<file path="src/lti_pkg.sv">
// Constants and types for the light threshold interrupt logic
package lti_pkg;
    localparam int          RESULT_W       = 16;
    localparam int          FAULT_CNT_W    = 2;
    localparam int          EVT_CNT_W      = 3;
    localparam int          CFG_W          = 16;
    localparam int          CFG_LATCH_BIT  = 4;
    localparam int          CFG_POL_BIT    = 3;
    localparam int          CFG_FC_LSB     = 0;
    localparam int          CFG_MODE_LSB   = 9;
    localparam int          LOW_EXP_TOP_HI = 15;
    localparam int          LOW_EXP_TOP_LO = 14;
    localparam logic [1:0]  MODE_SHUTDOWN  = 2'h0;
    localparam logic [1:0]  EXP_TOP_EOC    = 2'h3;
    localparam logic [31:0] AXI_OFF_CFG    = 32'h0000_0000;
    localparam logic [31:0] AXI_OFF_HIGH   = 32'h0000_0004;
    localparam logic [31:0] AXI_OFF_LOW    = 32'h0000_0008;
    localparam logic [31:0] AXI_OFF_STATUS = 32'h0000_000c;
    localparam logic [31:0] AXI_OFF_ALERT  = 32'h0000_0010;
    localparam logic [CFG_W-1:0] CFG_RESET    = 16'h0000;
    localparam logic [RESULT_W-1:0] HIGH_RESET = 16'hbfff;
    localparam logic [RESULT_W-1:0] LOW_RESET  = 16'h0000;
    localparam int          STAT_FH_BIT    = 2;
    localparam int          STAT_FL_BIT    = 1;
    localparam int          STAT_CRF_BIT   = 0;
    localparam int          STAT_INT_BIT   = 3;
    localparam logic [1:0]  RESP_OKAY      = 2'h0;
    localparam logic [1:0]  RESP_SLVERR    = 2'h2;
    typedef enum logic [1:0] {
        LTI_W_IDLE = 2'b01,
        LTI_W_RESP = 2'b10
    } lti_wr_state_t;
endpackage

</file>
<file path="src/lti_top.sv">
// Threshold comparison, flag and interrupt pin logic with AXI4-Lite registers
`timescale 1ns/1ps
// How it works
// Latched, high fault count met: flag high, interrupt active, ready set.
// Latched, low fault count met: flag low, interrupt active, ready set.
// Any finished conversion sets ready; flags and interrupt otherwise hold outside EOC.
// Latched flags hold until a config read, which clears both flags and the interrupt.
// A config read clears conversion ready afterwards, unless a conversion finishes in the same cycle.
// Config write selecting shutdown changes no reporting state, except that writing latch 0 while latched outside EOC drops the interrupt.
// Non-shutdown config write clears ready; flags kept, interrupt kept in comparison unless latch 0 is written while latched.
// Latched alert response drops interrupt, keeps flags and ready.
// Transparent, high count met: interrupt active, flag high 1, flag low 0.
// Transparent, low count met: flag low 1, flag high 0; interrupt inactive outside EOC.
// Transparent mode outside EOC: config accesses never touch interrupt or flags.
// Transparent mode ignores alert response completely.
// Config bit 4 selects latched when 1, transparent when 0.
// Low limit top exponent bits 11b enter end-of-conversion mode.
// EOC mode: every conversion activates interrupt and sets ready.
// EOC interrupt cleared by config read, non-shutdown write, or alert when latched.
// Pin driven low when active with polarity 0, or inactive with 1.
// Host leaving EOC in latched mode writes latch 0 to clear interrupt.
// Host keeps high limit above low limit.
// Separate high and low consecutive counters, each reset when unmet.
module lti_top
(
    input  wire logic                         i_clk,
    input  wire logic                         i_reset,
    input  wire logic                         i_conv_done,
    input  wire logic [lti_pkg::RESULT_W-1:0] i_result,
    output logic                              o_int_oe,
    output logic                              o_int_out,
    input  wire logic [31:0]                  i_awaddr,
    input  wire logic                         i_awvalid,
    output logic                              o_awready,
    input  wire logic [31:0]                  i_wdata,
    input  wire logic [3:0]                   i_wstrb,
    input  wire logic                         i_wvalid,
    output logic                              o_wready,
    output logic [1:0]                        o_bresp,
    output logic                              o_bvalid,
    input  wire logic                         i_bready,
    input  wire logic [31:0]                  i_araddr,
    input  wire logic                         i_arvalid,
    output logic                              o_arready,
    output logic [31:0]                       o_rdata,
    output logic [1:0]                        o_rresp,
    output logic                              o_rvalid,
    input  wire logic                         i_rready
);
    import lti_pkg::*;

    logic [CFG_W-1:0]     cfg_q;
    logic [RESULT_W-1:0]  high_q;
    logic [RESULT_W-1:0]  low_q;
    logic                 flag_high_q;
    logic                 flag_low_q;
    logic                 conv_rdy_q;
    logic                 int_act_q;
    logic [EVT_CNT_W-1:0] hi_cnt_q;
    logic [EVT_CNT_W-1:0] lo_cnt_q;
    logic                 aw_got_q;
    logic                 w_got_q;
    logic [31:0]          awaddr_q;
    logic [31:0]          wdata_q;
    logic [3:0]           wstrb_q;
    lti_wr_state_t        wr_state_q;

    // Fault count field 0..3 maps to 1, 2, 4, 8 consecutive events
    function automatic logic [EVT_CNT_W:0] fault_need(input logic [FAULT_CNT_W-1:0] fc);
        logic [EVT_CNT_W:0] n;
        n = '0;
        case (fc)
            2'h0: n = 4'h1;
            2'h1: n = 4'h2;
            2'h2: n = 4'h4;
            default: n = 4'h8;
        endcase
        return n;
    endfunction

    // Merges 16-bit register with byte strobes
    function automatic logic [15:0] merge16(input logic [15:0] old, input logic [31:0] d, input logic [3:0] s);
        return {s[1] ? d[15:8] : old[15:8], s[0] ? d[7:0] : old[7:0]};
    endfunction

    logic                   latched;
    logic                   eoc_mode;
    logic                   polarity;
    logic [EVT_CNT_W:0]     need;
    logic                   above;
    logic                   below;
    logic                   hi_met;
    logic                   lo_met;
    logic                   conv;
    logic                   cfg_rd;
    logic                   cfg_wr;
    logic                   cfg_wr_run;
    logic                   alert_ack;
    logic                   wr_fire;
    logic [15:0]            new_cfg;

    assign latched    = cfg_q[CFG_LATCH_BIT];
    assign eoc_mode   = low_q[LOW_EXP_TOP_HI:LOW_EXP_TOP_LO] == EXP_TOP_EOC;
    assign polarity   = cfg_q[CFG_POL_BIT];
    assign need       = fault_need(cfg_q[CFG_FC_LSB +: FAULT_CNT_W]);
    assign above      = i_result > high_q;
    assign below      = i_result < low_q;
    assign conv       = i_conv_done;
    assign hi_met     = conv && above && ({1'b0, hi_cnt_q} + 4'h1 >= need);
    assign lo_met     = conv && below && ({1'b0, lo_cnt_q} + 4'h1 >= need);
    assign wr_fire    = (wr_state_q == LTI_W_IDLE) && aw_got_q && w_got_q;
    assign new_cfg    = merge16(cfg_q, wdata_q, wstrb_q);
    // Refused addresses above the map must not alias onto the side effects
    assign cfg_wr     = wr_fire && awaddr_q[31:8] == '0 && awaddr_q[7:2] == AXI_OFF_CFG[7:2];
    assign cfg_wr_run = cfg_wr && new_cfg[CFG_MODE_LSB +: 2] != MODE_SHUTDOWN;
    assign alert_ack  = wr_fire && awaddr_q[31:8] == '0 && awaddr_q[7:2] == AXI_OFF_ALERT[7:2] && latched;
    assign cfg_rd     = i_arvalid && o_arready && i_araddr[31:8] == '0 && i_araddr[7:2] == AXI_OFF_CFG[7:2];

    // Consecutive counters saturate one below eight to stay in width
    always_ff @(posedge i_clk)
    begin
        if (i_reset)
        begin
            hi_cnt_q <= '0;
            lo_cnt_q <= '0;
        end
        else if (conv)
        begin
            hi_cnt_q <= !above ? '0 : (&hi_cnt_q ? hi_cnt_q : hi_cnt_q + 3'h1);
            lo_cnt_q <= !below ? '0 : (&lo_cnt_q ? lo_cnt_q : lo_cnt_q + 3'h1);
        end
    end

    // Flags: set wins over a read clear in the same cycle
    always_ff @(posedge i_clk)
    begin
        if (i_reset)
        begin
            flag_high_q <= 1'b0;
            flag_low_q  <= 1'b0;
        end
        else if (latched)
        begin
            if (cfg_rd)
            begin
                flag_high_q <= 1'b0;
                flag_low_q  <= 1'b0;
            end
            if (hi_met)
                flag_high_q <= 1'b1;
            if (lo_met)
                flag_low_q <= 1'b1;
        end
        else if (hi_met)
        begin
            flag_high_q <= 1'b1;
            flag_low_q  <= 1'b0;
        end
        else if (lo_met)
        begin
            flag_high_q <= 1'b0;
            flag_low_q  <= 1'b1;
        end
    end

    // Interrupt state; outside EOC a latch-bit write to 0 drops a latched interrupt
    always_ff @(posedge i_clk)
    begin
        if (i_reset)
            int_act_q <= 1'b0;
        else if (latched || eoc_mode)
        begin
            if (cfg_rd || alert_ack || (eoc_mode && cfg_wr_run))
                int_act_q <= 1'b0;
            else if (cfg_wr && latched && !new_cfg[CFG_LATCH_BIT] && !eoc_mode)
                int_act_q <= 1'b0;
            if (hi_met || lo_met || (eoc_mode && conv))
                int_act_q <= 1'b1;
        end
        else if (hi_met)
            int_act_q <= 1'b1;
        else if (lo_met)
            int_act_q <= 1'b0;
    end

    // Conversion ready
    always_ff @(posedge i_clk)
    begin
        if (i_reset)
            conv_rdy_q <= 1'b0;
        else if (conv)
            conv_rdy_q <= 1'b1;
        else if (cfg_rd || cfg_wr_run)
            conv_rdy_q <= 1'b0;
    end

    // Open-drain pin, oe high pulls low
    always_ff @(posedge i_clk)
    begin
        if (i_reset)
        begin
            o_int_oe  <= 1'b0;
            o_int_out <= 1'b0;
        end
        else
        begin
            o_int_oe  <= int_act_q ^ polarity;
            o_int_out <= 1'b0;
        end
    end

    // Write channel capture; either order accepted
    always_ff @(posedge i_clk)
    begin
        if (i_reset)
        begin
            aw_got_q   <= 1'b0;
            w_got_q    <= 1'b0;
            awaddr_q   <= '0;
            wdata_q    <= '0;
            wstrb_q    <= '0;
            o_awready  <= 1'b0;
            o_wready   <= 1'b0;
            o_bvalid   <= 1'b0;
            o_bresp    <= RESP_OKAY;
            wr_state_q <= LTI_W_IDLE;
        end
        else
        begin
            o_awready <= !aw_got_q && !(i_awvalid && o_awready) && wr_state_q == LTI_W_IDLE;
            o_wready  <= !w_got_q && !(i_wvalid && o_wready) && wr_state_q == LTI_W_IDLE;
            if (i_awvalid && o_awready)
            begin
                aw_got_q <= 1'b1;
                awaddr_q <= i_awaddr;
            end
            if (i_wvalid && o_wready)
            begin
                w_got_q <= 1'b1;
                wdata_q <= i_wdata;
                wstrb_q <= i_wstrb;
            end
            case (wr_state_q)
                LTI_W_IDLE:
                    if (wr_fire)
                    begin
                        aw_got_q   <= 1'b0;
                        w_got_q    <= 1'b0;
                        o_bvalid   <= 1'b1;
                        o_bresp    <= (awaddr_q[7:2] <= AXI_OFF_ALERT[7:2] && awaddr_q[31:8] == '0
                                       && awaddr_q[7:2] != AXI_OFF_STATUS[7:2]) ? RESP_OKAY : RESP_SLVERR;
                        wr_state_q <= LTI_W_RESP;
                    end
                LTI_W_RESP:
                    if (i_bready)
                    begin
                        o_bvalid   <= 1'b0;
                        wr_state_q <= LTI_W_IDLE;
                    end
                default:
                    wr_state_q <= LTI_W_IDLE;
            endcase
        end
    end

    // Register storage
    always_ff @(posedge i_clk)
    begin
        if (i_reset)
        begin
            cfg_q  <= CFG_RESET;
            high_q <= HIGH_RESET;
            low_q  <= LOW_RESET;
        end
        else if (wr_fire && awaddr_q[31:8] == '0)
        begin
            if (awaddr_q[7:2] == AXI_OFF_CFG[7:2])
                cfg_q <= new_cfg;
            if (awaddr_q[7:2] == AXI_OFF_HIGH[7:2])
                high_q <= merge16(high_q, wdata_q, wstrb_q);
            if (awaddr_q[7:2] == AXI_OFF_LOW[7:2])
                low_q <= merge16(low_q, wdata_q, wstrb_q);
        end
    end

    // Read channel; config read returns cfg_q only, not the status fields that it clears
    always_ff @(posedge i_clk)
    begin
        if (i_reset)
        begin
            o_arready <= 1'b0;
            o_rvalid  <= 1'b0;
            o_rdata   <= '0;
            o_rresp   <= RESP_OKAY;
        end
        else
        begin
            o_arready <= !o_rvalid && !(i_arvalid && o_arready);
            if (i_arvalid && o_arready)
            begin
                o_rvalid <= 1'b1;
                o_rresp  <= RESP_OKAY;
                o_rdata  <= '0;
                if (i_araddr[31:8] != '0)
                    o_rresp <= RESP_SLVERR;
                else if (i_araddr[7:2] == AXI_OFF_CFG[7:2])
                    o_rdata <= {16'h0000, cfg_q};
                else if (i_araddr[7:2] == AXI_OFF_HIGH[7:2])
                    o_rdata <= {16'h0000, high_q};
                else if (i_araddr[7:2] == AXI_OFF_LOW[7:2])
                    o_rdata <= {16'h0000, low_q};
                else if (i_araddr[7:2] == AXI_OFF_STATUS[7:2])
                    o_rdata <= {28'h0000000, int_act_q, flag_high_q, flag_low_q, conv_rdy_q};
                else if (i_araddr[7:2] != AXI_OFF_ALERT[7:2])
                    o_rresp <= RESP_SLVERR;
            end
            else if (o_rvalid && i_rready)
                o_rvalid <= 1'b0;
        end
    end
endmodule
</file>
<file path="config.mk">
export PLATFORM = sky130hd
export DESIGN_NAME = lti_top
export DESIGN_NICKNAME = d
export VERILOG_FILES = /design/src/lti_pkg.sv /design/src/lti_top.sv
export SDC_FILE = /design/constraint.sdc
export NUM_CORES = 1
export LEC_CHECK = 0
export BUFFER_PORTS_ARGS = -buffer_cell sky130_fd_sc_hd__buf_2
export CAP_MARGIN = 20
export CORE_ASPECT_RATIO = 1.2
export CORE_MARGIN = 1
export CORE_UTILIZATION = 30
export DETAILED_ROUTE_END_ITERATION = 10
export HOLD_SLACK_MARGIN = 0.03
export PLACE_DENSITY = 0.62
export SLEW_MARGIN = 20
export SYNTH_ARGS = -nofsm -noshare
export SYNTH_HDL_FRONTEND = slang
export SYNTH_SLANG_ARGS = --single-unit
export TNS_END_PERCENT = 1
</file>
<file path="constraint.sdc">
create_clock -name i_clk -period 2.6 [get_ports i_clk]
set_input_delay 0.65 -clock i_clk [delete_from_list [all_inputs] [get_ports i_clk]]
set_output_delay 0.65 -clock i_clk [all_outputs]
set_load 0.03 [all_outputs]
</file>
# --- Word level (Yosys, flattened, before mapping) ---
# Cells that the tools add are included.
totals:
  reg_bits: 154
  input_bits: 124
  output_inout_bits: 43
  wordCells: 178
classes:
  n_addsub: 4
  n_lt_le_gt_ge: 5
  eq_ne: 20
  mux: 48
  n_bitwise: 1
  reduce_logical: 72
ops:
  columns: ["operator", "n"]
  rows:
  - ["two-way mux 16 bit", 4]
  - ["zero test 24 bit", 2]
  - ["logical AND 1 bit", 29]
  - ["AND reduction 3 bit", 9]
  - ["two-way mux 1 bit", 25]
  - ["nonzero test 24 bit", 1]
  - ["== test 6 x 2 -> 1 bit, second input constant", 3]
  - ["two-way mux 2 bit", 9]
  - ["> comparator 16 bit", 1]
  - ["less-than comparator 16 bit", 1]
  - ["AND reduction 2 bit", 8]
  - ["two-way mux 3 bit", 5]
  - ["== test 6 x 1 -> 1 bit, second input constant", 2]
  - ["zero test 6 bit", 2]
  - ["case mux 4 bit (3 select lines)", 1]
  - ["adder 3 x 1 -> 4 bit, second input constant", 2]
  - [">= comparator 4 bit", 2]
  - ["zero test 1 bit", 8]
  - ["inequality test 2 bit, second input constant", 4]
  - ["nonzero test 2 bit", 4]
  - ["adder 3 x 1 -> 3 bit, second input constant", 2]
  - ["== test 2 bit, second input constant", 3]
  - ["== test 6 x 3 -> 1 bit, second input constant", 1]
  - ["<= comparator 6 x 3 -> 1 bit, second input constant", 1]
  - ["other kinds (13)", 21]

# --- Longest topological paths before layout ---
logic_depth:
  ltp_word: 12
  mapped_depth: 9
  mapped_depth_nobuf: 8

# --- Least setup slack after synthesis ---
# Ideal clock, no wire load.
synth_timing:
  kind: "input-to-reg"
  start: "input port i_result[9] in the netlist's numbering"
  end: "register lo_cnt_q[2]"
  setup_time_ps: 70
  t_arrival_ps: 2305
  required_ps: 2530
  setup_slack_ps: 225
  stages: 7
  n_path_buf: 0
  cell_sequence: "ha_1 a21o_1 a221o_1 a21oi_1 o211ai_1 or3b_2 a21oi_1"
synth_via:
  elab_chain_len: 3
  word_cells_on_any_way: 4
  classes_between: "order compare (1); eq/ne (1); mux (1); reduce/logical (1)"
synth_lines:
  columns: ["element", "line", "text"]
  rows:
  - ["from (decl)", "lti_top.sv:29", "input wire logic [lti_pkg::RESULT_W-1:0] i_result,"]
  - ["less-than comparator 16 bit (*)", "lti_top.sv:107", "assign below = i_result < low_q;"]
  - ["inequality test 2 bit (no line)", null, null]
  - ["AND reduction 2 bit (no line)", null, null]
  - ["to (signal assigned)", "lti_top.sv:130", "lo_cnt_q <= !below ? '0 : (&lo_cnt_q ? lo_cnt_q : lo_cnt_q + 3'h1);"]
  - ["to (decl)", "lti_top.sv:60", "logic [EVT_CNT_W-1:0] lo_cnt_q;"]
# Mark *: on every way between the ends. The rest lies on a longest branch, timed or not.
# A chain may end at the register's enable or synchronous reset.

# --- Worst setup path in the final report ---
layout_timing:
  start: "register low_q[9]"
  end: "register lo_cnt_q[2]"
layout_via:
  elab_chain_len: 3
  word_cells_on_any_way: 4
  classes_between: "order compare (1); eq/ne (1); mux (1); reduce/logical (1)"
layout_lines:
  columns: ["element", "line", "text"]
  rows:
  - ["from (decl)", "lti_top.sv:54", "logic [RESULT_W-1:0] low_q;"]
  - ["from (signal assigned)", "lti_top.sv:282", "low_q <= merge16(low_q, wdata_q, wstrb_q);"]
  - ["less-than comparator 16 bit (*)", "lti_top.sv:107", null]
  - ["inequality test 2 bit (no line)", null, null]
  - ["AND reduction 2 bit (no line)", null, null]
# Marks and branches as above.

==> key figures <==
Setup path
  – CP most frequent cell: a21oi_1
  – Max incr delay on CP: 0.52 ns
  – Cells on worst reg2reg path: 8
  – Crit end category: flop
  – Kind of critical path: flop to flop
  – Worst Path Buf+Inv: 1
  – Crit path DAT: 2.81 ns
  – CP Max Fanout: 6
  – Slowest-stage cell, CP: or3b_2
  – Reg-to-reg slack, setup: 0.15 ns
  – Critical path depth: 8
  – WP data required: 2.96 ns
  – CP Launch Type: flop
  – Critical Path, Cell by Cell: inv_1 -> ha_1 -> a21o_1 -> a221o_1 -> a21oi_1 -> o211ai_1 -> or3b_2 -> a21oi_1
  – CP delay by family, top: compound AO/OA/AOI/OAI gates

STA
  – RSZ-0062 raised after global routing: no
  – Skew final: 0.00986 ns
  – Final worst slack: between 0.1 and 0.15 ns
  – Hold Violations, Final: 0
  – Rel. slew slack: between 40% and 50%
  – Post-layout min period: between 2 and 2.5 ns
  – Final setup vio count: 0
  – Setup TNS: 0 ns
  – Worst-Margin Slew: just under 0.8 ns
  – Slew Limit Fails: 0
  – WHS: about 0.45 ns
  – Final period utilization: 94.3%
  – Fmax achieved: between 0.4 and 0.5 GHz

Floorplan
  – Total die area: 22200 sq um
  – Ports: about 170
  – FP Rows: slightly below 60
  – Die Ht: 163 um
  – Core area: 21000 sq um
  – Die X: 136 um
  – Starting Density: between 30 and 40%

Global route
  – Initial antenna violation count: 3
  – Largest net degree at the start of global routing: 72
  – GRT Resource Usage Total: 15.8%
  – Congestion Overflow GR: 0
  – First-pass GRT wire length: between 20000 and 30000 um
  – Vias in the first global route: 5287

Route
  – DR WL/cell: 14.5 um
  – DR DRC count: 0
  – Routed vias: about 5.6k
  – Starting DRT DRC Count: around 230
  – Pre-antenna DRT Iters: 5
  – Via-per-instance ratio: 4.79
  – Number of routed nets with antenna violations: 0
  – Total wire length: 17100 um

Place
  – RD Place Congestion: 0.806
  – I/O Buffers: between 100 and 150
  – DP HPWL: about 13000 um
  – Pre-CTS WS: -0.219 ns

Clock tree
  – Setup Fix Bufs, Post-CTS: 0
  – Reg clk slew, reported paths: 0.06 ns
  – CTS Buf Count: 17
  – Post-CTS resize count: 0
  – Clk root buf: clkbuf_16
  – CTS tree: done
  – CTS Hold Buffers Added: 0
  – Longest Clk Path Bufs: 2
  – Latest clock arrival within the worst-skew pair: between 0.4 and 0.5 ns
  – CTS Sinks: 134
  – H-tree depth: 4

Synth
  – Seq/Total Area, Yosys: 41.5%
  – Syn Std Cell Area: 6470 sq um
  – Yosys top cell area share: 41.5%
  – Register bit total from synthesis: roughly 130
  – Count leader, synth: nand2_1
  – Syn avg cell area: 8.57 sq um
  – Netlist cell types: 50
  – Post-synth ARST share: 0%
  – Synth top cells by count: 136 x nand2_1, 134 x dfxtp_1, 79 x a21oi_1
  – Post-synth top flop: dfxtp_1
  – Post-synth EDFFs: 0
  – Synth area leaders: dfxtp_1 41%, ha_1 8.3%, nand2_1 7.9%
  – Synth warn: 0
  – Cell count after synthesis: 755
  – Top cell type by total area after synthesis: dfxtp_1

Final layout
  – Final #Nets: 1057
  – Layout cell share with drive strength beyond 1: 22.3%
  – Fillers: 2195
  – Syn-to-layout area delta: 24.3%
  – Seq. cell area: 2680 sq um
  – Area of the multi-input gates: around 3400 sq um

Hold path
  – Worst hold path depth: 2
  – Worst Hold Class: primary input to flop

Power
  – Sequential power share: between 40% and 50%
  – Logic gate share of total power: 8.7%
  – Peak VDD IR: 0.454 mV
  – Leakage: 0.00372 uW
  – Clock power share: 48.3%
  – Power Internal: ~3700 uW
  – Sw frac: around 25%
  – Pwr dens: ~620 nW/um^2
  – P_sw: 1260 uW

Run status
  – Status: finished clean

Flow run
  – Max-cap violations: 0
-- path summary, 6_finish.rpt --
check / startpoint / endpoint
worst max-delay path: low_q[9] / lo_cnt_q[2]
worst min-delay path: i_bready / o_bvalid
worst max register to register: low_q[9] / lo_cnt_q[2]
worst min register to register: w_got_q / o_wready
-- per-stage QoR --
step / total power [uW] / std cells / cell area (sq um) / util [%]
floorplan: 2480 / 773 / 6540 / -
global placement: 2640 / 1141 / 7440 / 35.4
detailed placement: 2640 / 1141 / 7440 / 35.4
CTS: 5070 / 1173 / 8040 / 38.2
global route: 5220 / 1173 / 8040 / 38.2
finish: 5010 / 1175 / 8040 / 38.2
-- registers in the layout, indices dropped and copies added (netlist names), 2 cells and up --
| register | count |
|---|---|
| high_q | 16 |
| wdata_q | 16 |
| low_q | 16 |
| wstrb_q | 2 |
| awaddr_q | 30 |
| lo_cnt_q | 3 |
| hi_cnt_q | 3 |
| cfg_q | 16 |
| wr_state_q | 2 |
| o_rdata | 16 |
-- worst register-to-register path, cell delays in order, from the launching register on --
cell      delay, ns
dfxtp_1        0.36
inv_1          0.06
ha_1           0.29
a21o_1         0.17
a221o_1        0.33
a21oi_1        0.27
o211ai_1       0.27
or3b_2         0.52
a21oi_1        0.12
-- cell families after synthesis --
group	after synthesis	share of synthesized area, %
simple gates	286	21.1
compound gates	145	13.6
flops	134	41.5
buf+inv	94	6.67
mux	51	8.66
fa+ha+maj	43	8.32
other cells	1	0.0580
xor+xnor	1	0.135
-- routing by layer --
layer	track usage [%]	part of all wire (%)	up-vias
li1	-	-	2878
met1	18.4	43	2546
met2	26.4	47	165
met3	4.42	7.2	34
met4	7.68	2.4	4
met5	0	0.13	-
-- cell type report --
type	instances	area share, %
flip-flops and latches	134	33.4
repair buffers	153	10.6
clock buffers	19	5.63
multi-input cells	545	42.6
clock inverters	13	1.76
well taps	270	4.20
inverters	39	1.82
diodes	2	0.0622
-- placed cells by master, fill, tap and decap left out, drive strengths merged, types with 4 or more instances in the layout --
| master | n |
|---|---|
| buf | 153 |
| nand2 | 136 |
| dfxtp | 134 |
| a21oi | 79 |
| nor2 | 54 |
| mux2i | 47 |
| ha | 43 |
| inv | 43 |
| nand3 | 20 |
| conb | 19 |
| clkbuf | 19 |
| nor4 | 18 |
| a22oi | 16 |
| o21ai | 14 |
| nand4 | 13 |
| nor3 | 12 |
| a22o | 12 |
| and2 | 7 |
| a31oi | 6 |
| nand2b | 5 |
| a21o | 4 |
| nor2b | 4 |
| mux4 | 4 |
| clkinv | 4 |
-- power groups by stage --
| stage | logic [uW] | registers [uW] | clock network [uW] |
|---|---|---|---|
| after detailed placement | 442 | 2200 | 0 |
| after global placement | 436 | 2200 | 0 |
| after floorplan | 282 | 2200 | 0 |
| after global routing | 492 | 2160 | 2570 |
| final | 437 | 2160 | 2420 |
| after CTS | 443 | 2160 | 2470 |
(Power assumes the default switching activity.)
